[config.mk]
export PLATFORM = sky130hd
export DESIGN_NAME = reassembly_timeout_monitor
export DESIGN_NICKNAME = d
export VERILOG_FILES = /design/src/rtl/rto_pkg.sv /design/src/rtl/port_timer.sv /design/src/rtl/reassembly_timeout_monitor.sv
export VERILOG_INCLUDE_DIRS = /design/src /design/src/rtl
export SDC_FILE = /design/constraint.sdc
export NUM_CORES = 2
export LEC_CHECK = 0
export BUFFER_PORTS_ARGS = -buffer_cell sky130_fd_sc_hd__buf_2
export CORE_MARGIN = 2
export CORE_UTILIZATION = 40
export DETAILED_ROUTE_END_ITERATION = 8
export GPL_TIMING_DRIVEN = 0
export PLACE_DENSITY_LB_ADDON = 0.15
export SLEW_MARGIN = 20
export SYNTH_ARGS = -nofsm -noshare
export SYNTH_HDL_FRONTEND = slang
export SYNTH_SLANG_ARGS = --single-unit
[constraint.sdc]
create_clock -name clk_sys_in -period 4.1 [get_ports clk_sys_in]
set_clock_uncertainty 0.15 [all_clocks]
set_input_delay 1.23 -clock clk_sys_in [delete_from_list [all_inputs] [get_ports clk_sys_in]]
set_output_delay 1.23 -clock clk_sys_in [all_outputs]
set_load 0.01 [all_outputs]
[src/rtl/rto_regs.svh]
/*
 * Register map, field positions, reset values and timing counts of the
 * reassembly-side timeout monitor.
 * Assumes a 16-bit register port with byte addresses and a 10 MHz clock.
 */
// Summary of operation
// RL1: 16-bit millisecond loss period declares circuit cut
// RL2: cut flag set in port word, 2-byte stride
// RL3: loss period resets to 09c4 (2.5 s)
// RL4: summary low word: bit n is port n
// RL5: summary high word: ports 16-27, bits 15:12 zero
// RL6: late timeout in 125 us steps, unstructured only
// RL7: service enables gate flags into summary and service
// RL8: flags latch; software clears by writing zero
// RL9: summary bit is OR of enabled latched flags
`ifndef RTO_REGS_SVH
`define RTO_REGS_SVH

// register addresses
`define RTO_PERIOD_ADDR    16'h3000
`define RTO_SUM_LOW_ADDR   16'h3002
`define RTO_SUM_HIGH_ADDR  16'h3004
`define RTO_PORT_BASE_ADDR 16'h3200
`define RTO_NUM_PORTS      28
`define RTO_LOW_PORTS      16

// per-port word fields
`define RTO_LATE_PER_MSB   10
`define RTO_LATE_SE_BIT    11
`define RTO_LATE_ST_BIT    12
`define RTO_CUT_SE_BIT     13
`define RTO_CUT_ST_BIT     14

// reset values
`define RTO_PERIOD_RST     16'h09c4
`define RTO_LATE_PER_RST   11'h7ff

// timing
`define RTO_CLK_PERIOD_NS  100
`define RTO_STEP_NS        125000
`define RTO_MS_NS          1000000
`define RTO_STEP_CYCLES    (`RTO_STEP_NS / `RTO_CLK_PERIOD_NS)
`define RTO_MS_CYCLES      (`RTO_MS_NS / `RTO_CLK_PERIOD_NS)

`endif

[src/rtl/rto_pkg.sv]
/*
 * Types shared by the timeout monitor modules.
 * Assumes rto_regs.svh for the numeric constants.
 */
`default_nettype none

package rto_pkg;

   typedef logic [15:0] word_t;

   // register selected by a register-port address
   typedef enum logic [2:0] {
      sel_none     = 3'b000,
      sel_period   = 3'b001,
      sel_sum_low  = 3'b010,
      sel_sum_high = 3'b011,
      sel_port     = 3'b100
   } reg_sel_e;

   // state of one port's timers and flags
   typedef struct packed {
      logic [10:0] late_period;
      logic        late_se;
      logic        late_flag;
      logic        cut_se;
      logic        cut_flag;
      logic [10:0] late_cnt;
      logic        late_fired;
      logic [15:0] cut_cnt;
      logic        cut_fired;
   } port_state_s;

   // state of the shared prescalers and the register port
   typedef struct packed {
      logic [10:0] step_cnt;
      logic [13:0] ms_cnt;
      logic        step_tick;
      logic        ms_tick;
      word_t       period;
      word_t       rdata;
   } top_state_s;

endpackage

`default_nettype wire

[src/rtl/port_timer.sv]
/*
 * One TDM port: late-cell timer, loss-integration timer, latched flags
 * and the port's configuration word.
 * Assumes tick pulses and cell arrivals from logic on the same clock.
 */
`timescale 1ns/1ps
`default_nettype none
`include "rto_regs.svh"

module port_timer
   import rto_pkg::*;
(
   input  wire logic        clk_sys_in,
   input  wire logic        rst_in,
   input  wire logic        cell_seen_in,
   input  wire logic        unstructured_transport_in,
   input  wire logic        step_tick_in,
   input  wire logic        ms_tick_in,
   input  wire logic [15:0] loss_integration_period_in,
   input  wire logic        wr_in,
   input  wire logic [15:0] wdata_in,
   output logic      [15:0] word_out,
   output logic             summary_out
);

   port_state_s st_ff;
   port_state_s nxt_st;
   logic [10:0] late_inc;
   logic [15:0] cut_inc;
   logic        late_evt;
   logic        cut_evt;

   // timers, events and register writes
   always_comb
   begin
      nxt_st   = st_ff;
      late_inc = st_ff.late_cnt + 11'h001;
      cut_inc  = st_ff.cut_cnt + 16'h0001;
      late_evt = 1'b0;
      cut_evt  = 1'b0;
      if (cell_seen_in)
      begin
         nxt_st.late_cnt   = 11'h000;
         nxt_st.late_fired = 1'b0;
         nxt_st.cut_cnt    = 16'h0000;
         nxt_st.cut_fired  = 1'b0;
      end
      else
      begin
         if (step_tick_in && !st_ff.late_fired)   // [RL6]
         begin
            nxt_st.late_cnt = late_inc;
            if (late_inc >= st_ff.late_period)
            begin
               nxt_st.late_fired = 1'b1;
               late_evt          = unstructured_transport_in; // [RL6]
            end
         end
         if (ms_tick_in && !st_ff.cut_fired)      // [RL1]
         begin
            nxt_st.cut_cnt = cut_inc;
            if (cut_inc >= loss_integration_period_in)
            begin
               nxt_st.cut_fired = 1'b1;
               cut_evt          = 1'b1;           // [RL1]
            end
         end
      end
      // a written zero clears; a new event in the same cycle wins
      if (wr_in)
      begin
         nxt_st.late_period = wdata_in[`RTO_LATE_PER_MSB:0];
         nxt_st.late_se     = wdata_in[`RTO_LATE_SE_BIT];
         nxt_st.cut_se      = wdata_in[`RTO_CUT_SE_BIT];
         nxt_st.late_flag   = st_ff.late_flag & wdata_in[`RTO_LATE_ST_BIT]; // [RL8]
         nxt_st.cut_flag    = st_ff.cut_flag & wdata_in[`RTO_CUT_ST_BIT];   // [RL8]
      end
      nxt_st.late_flag = nxt_st.late_flag | late_evt; // [RL8]
      nxt_st.cut_flag  = nxt_st.cut_flag | cut_evt;   // [RL2]
      if (rst_in)
      begin
         nxt_st             = '0;
         nxt_st.late_period = `RTO_LATE_PER_RST;
      end
   end

   always_ff @(posedge clk_sys_in)
   begin
      st_ff <= nxt_st;
   end

   // readback word, bit 15 reserved
   assign word_out = {1'b0, st_ff.cut_flag, st_ff.cut_se, st_ff.late_flag,
                      st_ff.late_se, st_ff.late_period};
   assign summary_out = (st_ff.late_flag & st_ff.late_se) |
                        (st_ff.cut_flag & st_ff.cut_se);     // [RL7] [RL9]

endmodule

`default_nettype wire

[src/rtl/reassembly_timeout_monitor.sv]
/*
 * Reassembly-side timeout monitor: loss period register, two summary
 * words, 28 per-port timeout words and the shared time-base prescalers.
 * Register map, byte addresses, 16-bit words:
 *    3000        loss integration period in ms, read/write
 *    3002        summary bits of ports 0-15, read-only
 *    3004        summary bits of ports 16-27 in bits 11:0, read-only
 *    3200 + 2p   timeout word of port p
 * Port word: 10:0 late period in 125 us steps, 11 late enable,
 * 12 late flag, 13 cut enable, 14 cut flag, 15 reads zero.
 * Assumes the register port and cell arrival strobes are synchronous to
 * clk_sys_in; reads return data one clock after rd_in.
 */
`timescale 1ns/1ps
`default_nettype none
`include "rto_regs.svh"

module reassembly_timeout_monitor
   import rto_pkg::*;
#(
   parameter int MS_CYCLES   = `RTO_MS_CYCLES,
   parameter int STEP_CYCLES = `RTO_STEP_CYCLES
)
(
   input  wire logic                      clk_sys_in,
   input  wire logic                      rst_in,
   input  wire logic [15:0]               addr_in,
   input  wire logic [15:0]               wdata_in,
   input  wire logic                      wr_in,
   input  wire logic                      rd_in,
   output logic      [15:0]               rdata_out,
   input  wire logic [`RTO_NUM_PORTS-1:0] cell_seen_in,
   input  wire logic [`RTO_NUM_PORTS-1:0] unstructured_transport_in,
   output logic                           receive_timeout_service_flag_out
);

   localparam int NP = `RTO_NUM_PORTS;

   // registered state, per-port words, summaries and decoded address
   top_state_s      st_ff;
   top_state_s      nxt_st;
   word_t           port_word [NP];
   logic [NP-1:0]   port_sum;
   logic [NP-1:0]   port_wr;
   logic [31:0]     sum_all;
   logic [15:0]     sum_low;
   logic [15:0]     sum_high;
   reg_sel_e        addr_sel;
   logic [4:0]      addr_port;

   // true when the address falls on a per-port timeout word
   function automatic logic port_hit(input logic [15:0] a);
      logic [15:0] off;
      logic        in_window;
      logic        even;
      logic        known;
      off       = a - `RTO_PORT_BASE_ADDR;
      in_window = (a >= `RTO_PORT_BASE_ADDR) && (off[15:6] == 10'h000);
      even      = !off[0];                 // odd addresses hit nothing
      known     = (off[5:1] < 5'(NP));     // no words past the last port
      return in_window && even && known;
   endfunction

   // port number selected by a per-port address
   function automatic logic [4:0] port_idx(input logic [15:0] a);
      logic [15:0] off;
      off = a - `RTO_PORT_BASE_ADDR;
      return off[5:1];
   endfunction

   // register addressed by a bus cycle; used by write and read paths
   function automatic reg_sel_e reg_sel(input logic [15:0] a);
      reg_sel_e sel;
      if (a == `RTO_PERIOD_ADDR)
      begin
         sel = sel_period;
      end
      else if (a == `RTO_SUM_LOW_ADDR)
      begin
         sel = sel_sum_low;
      end
      else if (a == `RTO_SUM_HIGH_ADDR)
      begin
         sel = sel_sum_high;
      end
      else if (port_hit(a))
      begin
         sel = sel_port;
      end
      else
      begin
         sel = sel_none;
      end
      return sel;
   endfunction

   // address decode shared by the write strobes and the read multiplexer
   assign addr_sel  = reg_sel(addr_in);
   assign addr_port = port_idx(addr_in);

   // per-port timers, one instance per port
   genvar gp;
   generate
      for (gp = 0; gp < NP; gp++)
      begin : g_port
         assign port_wr[gp] = wr_in && (addr_sel == sel_port) &&
                              (addr_port == 5'(gp));         // [RL2]
         port_timer u_port (
            .clk_sys_in                (clk_sys_in),
            .rst_in                    (rst_in),
            .cell_seen_in              (cell_seen_in[gp]),
            .unstructured_transport_in (unstructured_transport_in[gp]),
            .step_tick_in              (st_ff.step_tick),
            .ms_tick_in                (st_ff.ms_tick),
            .loss_integration_period_in(st_ff.period),
            .wr_in                     (port_wr[gp]),
            .wdata_in                  (wdata_in),
            .word_out                  (port_word[gp]),
            .summary_out               (port_sum[gp])
         );
      end
   endgenerate

   // summary bits, one per port; bits past the last port read zero
   genvar gs;
   generate
      for (gs = 0; gs < 32; gs++)
      begin : g_sum
         if (gs < NP)
         begin : g_used
            assign sum_all[gs] = port_sum[gs];  // [RL4] [RL5]
         end
         else
         begin : g_spare
            assign sum_all[gs] = 1'b0;          // [RL5]
         end
      end
   endgenerate

   // the two summary words as software reads them
   assign sum_low  = sum_all[15:0];             // [RL4]
   assign sum_high = {4'h0, sum_all[27:16]};    // [RL5]

   // prescalers, loss period register and read data
   always_comb
   begin
      nxt_st           = st_ff;
      nxt_st.step_tick = 1'b0;
      nxt_st.ms_tick   = 1'b0;
      // 125 us step base; ticks are registered so all ports see one edge
      if (st_ff.step_cnt == 11'(STEP_CYCLES - 1))
      begin
         nxt_st.step_cnt  = 11'h000;
         nxt_st.step_tick = 1'b1;                  // [RL6]
      end
      else
      begin
         nxt_st.step_cnt = st_ff.step_cnt + 11'h001;
      end
      // millisecond base
      if (st_ff.ms_cnt == 14'(MS_CYCLES - 1))
      begin
         nxt_st.ms_cnt  = 14'h0000;
         nxt_st.ms_tick = 1'b1;                    // [RL1]
      end
      else
      begin
         nxt_st.ms_cnt = st_ff.ms_cnt + 14'h0001;
      end
      // loss period register
      if (wr_in && (addr_sel == sel_period))
      begin
         nxt_st.period = wdata_in;                 // [RL1]
      end
      // read data registered; unmapped addresses read zero
      if (rd_in)
      begin
         unique case (addr_sel)
            sel_period:
            begin
               nxt_st.rdata = st_ff.period;
            end
            sel_sum_low:
            begin
               nxt_st.rdata = sum_low;                // [RL4]
            end
            sel_sum_high:
            begin
               nxt_st.rdata = sum_high;               // [RL5]
            end
            sel_port:
            begin
               nxt_st.rdata = port_word[addr_port];   // [RL2]
            end
            sel_none:
            begin
               nxt_st.rdata = 16'h0000;
            end
            default:
            begin
               nxt_st.rdata = 16'h0000;
            end
         endcase
      end
      if (rst_in)
      begin
         nxt_st        = '0;
         nxt_st.period = `RTO_PERIOD_RST;          // [RL3]
      end
   end

   always_ff @(posedge clk_sys_in)
   begin
      st_ff <= nxt_st;
   end

   // outputs
   assign rdata_out = st_ff.rdata;
   assign receive_timeout_service_flag_out = |port_sum; // [RL7]

endmodule

`default_nettype wire

-- After elaboration in Yosys (flattened, before gate mapping)
Index checks and enable logic that the tools add are counted.
- register bits: 1291
- latch bits: 0
- bits in writable memories: 0
- bits in read-only memories: 0
- input port bits: 92
- output and inout bits: 17
- word-level logic and storage cells: 1050
- memories: 0
- $add $sub $neg: 59
- multiply operators: 0
- div/mod/pow operators: 0
- order comparisons: 59
- equality and inequality tests: 36
- shifts and indexed selects: 0
- muxes and demuxes: 206
- bitwise gates (word level): 197
- reductions and logical operators: 235
- operators with widths (cell ; count):
    adder 16 x 1 -> 16 bit (second input constant) ; 28
    >= comparator 16 bit ; 28
    adder 11 x 1 -> 11 bit (second input constant) ; 29
    >= comparator 11 bit ; 28
    2-to-1 mux 1 bit ; 170
    bitwise AND 1 bit ; 112
    AND reduction 2 bit ; 56
    2-to-1 mux 3 bit ; 32
    logical AND 1 bit ; 89
    OR 1 bit ; 84
    binary-select mux 16 bit (select 5 bit) ; 1
    case mux 16 bit (4 select lines) ; 1
    == test 5 bit (second input constant) ; 12
    OR reduction 2 bit ; 30
    zero test 1 bit ; 57
    == test 16 x 14 -> 1 bit (second input constant) ; 3
    == test 5 x 4 -> 1 bit (second input constant) ; 8
    2-to-1 mux 16 bit ; 2
    OR reduction 28 bit ; 1
    == test 5 x 3 -> 1 bit (second input constant) ; 4
    >= comparator 16 x 14 -> 1 bit (second input constant) ; 1
    subtractor 16 x 14 -> 16 bit (second input constant) ; 1
    adder 14 x 1 -> 14 bit (second input constant) ; 1
    == test 14 bit (second input constant) ; 1
    other kinds (11) ; 13

-- Depth between registers and ports, before layout
- word-level depth: 14
- gate-level depth with buffers: 14
- mapped depth without buffers: 14

-- Modules after synthesis
A second synthesis with hierarchy kept.
- cells, all modules: 10780
- area total of the unflattened synthesis: 89540.9 µm²
- by module, submodules not included (module ; times used ; cells each ; area an instance (µm²) ; sequential area each (µm²)):
    port_timer at g_port[0].u_port ... ; 27 ; 363 ; 2964.1 ; 880.8
    reassembly_timeout_monitor ; 1 ; 617 ; 6545.0 ; 1181.1
    port_timer at g_port[26].u_port ; 1 ; 362 ; 2965.3 ; 880.8

-- Worst setup path before layout
No wires, ideal clock.
- kind: in2reg
- from: in addr_in[2]
- to: reg st_ff (netlist bit rdata_out[12])
- setup time: 129 ps
- arrival: 3040 ps
- data required time: 3821 ps
- setup slack: 781 ps
- stages: 7
- buffers on the path: 2
- path through: buf_4 -> buf_1 -> mux4_2 -> mux2i_1 -> nor2_1 -> a2111oi_0 -> o21ai_0
- word-level cells in the longest chain between the ends: 11
- elaborated cells on any way between the ends: 23
- classes of those cells: add/sub: 1; order compare: 2; eq/ne: 7; mux: 8; bitwise: 1; reduce/logical: 4
- RTL lines (what ; line ; source):
    start, declared ; reassembly_timeout_monitor.sv:27 ; input wire logic [15:0] addr_in,
    branches (longest 10 deep; another with subtractor 16 x 14 -> 16 bit) ; - ;
    case mux 16 bit (4 select lines) * ; reassembly_timeout_monitor.sv:178 ; unique case (addr_sel)
    end signal, assigned ; reassembly_timeout_monitor.sv:214 ; st_ff <= nxt_st;
    end, declared ; reassembly_timeout_monitor.sv:40 ; top_state_s st_ff;
Every way passes the cells marked *. The select of a mux whose other input is x is not followed.
A chain may end at the register's enable or synchronous reset.

-- Worst setup path after layout
- from: in rst_in
- to: reg g_port[24].u_port.st_ff (netlist bit g_port[24].u_port.word_out[10])
- RTL lines (what ; line ; source):
    start, declared ; reassembly_timeout_monitor.sv:26 ; input wire logic rst_in,
    end signal, assigned ; port_timer.sv:89 ; st_ff <= nxt_st;
    end, declared ; port_timer.sv:26 ; port_state_s st_ff;
No word-level cell between the ends.

==> flow_summary.ini <==
[synthesis]
async_flop_share = 0
synth_fa_ha_area_frac = 0.1290
synth_area_mm2 = 0.07914
synth_xor_area_frac = 0.1311
seq_area_frac_synth = 0.3266
synth-edff-count = 0
synth_area_per_cell_um2 = 8.414
synth_warnings = 0
synth_top_family_by_area = simple AND/OR/NAND/NOR gates
syn_inst = 9406
synth_mux_area_frac = 0.03873
synth-simple-area-share = 0.1989
syn_nets = 10314
ys_types = 68
ys.flop_type = dfxtp_1
synth-compound-area-share = 0.1344
ys_seq_elements = 1291

[min_path]
min_path_type = reg -> reg
holdCritStartpoint = g_port[9].u_port.st_ff[17]$_SDFFE_PP0P_

[route]
vias = 69682
drt_iter0_markers = 5943
drc = 0
routed_wl_mm = 304.8
viasPerCell = 5.579
wl_per_cell_um = 24.41
final_antenna_net_count = 0
firstDrtPassIters = 6

[floorplanning]
row_count = 163
chipHeight_um = 448.8
die_w_um = 448.8
io_pins = 109
fp.coreArea_mm2 = 0.1970
initial_core_util = 0.4017
die_area_mm2 = 0.2014

[pwr]
pwr-share-clk = 0.525
cellLeakagePower_nw = 39.13
switching_power_mw = 6.871
ir_drop_uv = 413.4
pwr-share-seq = 0.439
switching_share = 0.2404
p_comb_frac = 0.036
pwr_density_cell_mw_per_mm2 = 318.4
internal-power_mw = 21.71

[global_route]
antenna_found_initial = 36
grt_max_degree = 20
grt_pass1_wl_mm = 441.8
track_usage = 0.2942
grt_pass1_vias = 66567
grt_overflow = 0

[worst_setup_path]
cp-start-kind = input pin
required_ps = 4590
r2r-start = g_port[27].u_port.st_ff[1]$_SDFFE_PP0P_
worstPathArrival_ps = 4750
critPathKind = in -> reg
startpoint = rst_in
endpoint_kind = flop
reg2reg_slack_ps = 280
cp_max_fo = 10

[clock_tree]
h-tree-depth = 4
cts_root_buf = clkbuf_16
postCtsHoldBufs = 0
cts_tree = built
clkSinkCount = 1291
clock_latency_ps = 850
cts_buffer_depth = 3
cts_buffers = 158
clkSlewWorstSetupHoldPaths_ps = 60

[sta]
setup_viol_count_final = 35
fin_crit_ps = 4257
maxSlewHeadroom = 0.09563
finalCritPeriodShare = 1.038
fin_ws_ps = -157.0
hold_violations = 0
rsz0062_at_grt = no
drv_slew = 0
holdWs_ps = 317.1
worst_pin_slew_ps = 1357
tns_ps = -3181
max_freq_ghz = 0.2349

[final_layout]
syn_to_final_growth_pct = 13.43
regArea_mm2 = 0.02585
drive_gt1_frac = 0.07683
final_cell_area_mm2 = 0.08977
multiInputGateArea_mm2 = 0.05012
nFillCells = 19418
nets = 10611

[placement]
gp_congestion = 1.036
place_area_mm2 = 0.08409
buffer_ports.inserted = 92
hpwl_mm = 230.2

[job]
maxCapViolCount = 0

[outcome]
failed_checks = negative setup slack
status = finished with violations
[cell usage in the layout (no fill, tap or decap), types with 15 or more instances in the layout]
cell type	n
a211oi_1	36
a21o_1	266
a21oi_1	514
a22oi_1	32
a31oi_1	24
and3_1	80
and4_1	17
buf_1	30
buf_12	17
buf_16	25
buf_2	164
buf_4	22
clkbuf_1	300
clkbuf_16	163
clkbuf_2	65
clkbuf_8	44
clkinv_2	18
dfxtp_1	1290
diode_2	23
ha_1	816
inv_1	343
inv_4	15
mux2i_1	70
mux4_2	105
nand2_1	1123
nand2b_1	127
nand3_1	432
nand4_1	216
nor2_1	947
nor2b_1	112
nor3_1	42
nor4_1	37
o211ai_1	319
o21a_1	19
o21ai_0	335
o22ai_1	38
or2_2	40
or3_1	207
xnor2_1	487
xor2_1	698
[final cells by class]
type / count / area share
multi-input combinational: 7290 / 0.5583
sequential: 1291 / 0.2880
clock buffer: 231 / 0.05319
tap: 2640 / 0.03680
buffer: 465 / 0.02234
timing repair buffer: 138 / 0.01700
inverter: 359 / 0.01543
clock inverter: 53 / 0.008349
antenna: 23 / 0.0006412
[worst max-delay path: stages]
cell and delay, ps:
buf_2 230, clkbuf_2 430, buf_16 290, clkbuf_2 340, buf_16 280, inv_2 250
clkbuf_2 500, buf_1 940, o211ai_1 180
[stage by stage]
stage	worst slack, ps	utilization	power, mW	instances
floorplan	781.2	-	13.22	9406
global placement	-4399	0.4208	13.77	12138
detailed placement	-1313	0.4268	13.81	12182
finish	-157.0	0.4556	28.58	12490
CTS	0.1366	0.4551	28.79	12465
global route	3.184	0.4555	29.33	12479
[logic make-up after synthesis]
logic type / Yosys count
AND/OR/NAND/NOR: 3422
AO/OA/AOI/OAI: 1692
flip-flops: 1291
XOR/XNOR: 1185
buffers and inverters: 825
adder cells (fa/ha/maj): 816
multiplexers: 175
[Yosys cell counts (all sizes together) (70+ instances only)]
cell / count / area, um^2
xor2: 698 / 6113
o211ai: 319 / 2395
nand2b: 127 / 794.5
nor2: 956 / 3618
or3: 208 / 1306
nand2: 1124 / 4219
and3: 80 / 500.5
inv: 359 / 1348
nor2b: 112 / 700.7
nand3: 434 / 2172
a21oi: 514 / 2572
a21o: 266 / 1997
o21ai: 343 / 1717
clkbuf: 343 / 1287
mux4: 105 / 2365
ha: 816 / 10210
dfxtp: 1291 / 25840
mux2i: 70 / 700.7
nand4: 217 / 1364
xnor2: 487 / 4265
buf: 123 / 630.6
[final timing paths]
kind	cells past startpoint	end
worst max-delay path	9	g_port[24].u_port.word_out[10]$_SDFFE_PP1N_
worst max register to register	12	g_port[27].u_port.word_out[14]$_SDFF_PP0_
worst min-delay path	2	g_port[9].u_port.st_ff[17]$_SDFFE_PP0P_
worst min register to register	2	g_port[9].u_port.st_ff[17]$_SDFFE_PP0P_
[power groups by stage]
stage	sequential [mW]	combinational, mW	clock (mW)
CTS	12.6	0.983	15.3
global route	12.5	1.01	15.8
global placement	12.8	0.941	0
detailed placement	12.8	0.982	0
finish	12.6	1.02	15.0
floorplan	12.8	0.390	0
[timing repair]
item,in CTS,in global routing
gates resized for setup,19,21
buffers inserted,0,2
endpoints found under the setup margin,152,62
pin swaps,0,1
hold endpoints to repair,0,0
[per-layer routing]
layer	vias to the layer above	routed length [um]	GRT usage
li1	33337	-	-
met1	33274	127300	0.3732
met2	2366	133800	0.4607
met3	703	20620	0.04841
met4	2	23110	0.1941
met5	-	13	0
[sequential cells by signal, indices dropped and copies added, names as in the netlist]
register	count
g_port.u_port.st_ff	812
g_port.u_port.word_out	420
rdata_out	16
st_ff	43
No activity file was read; power rests on OpenSTA's default activity.
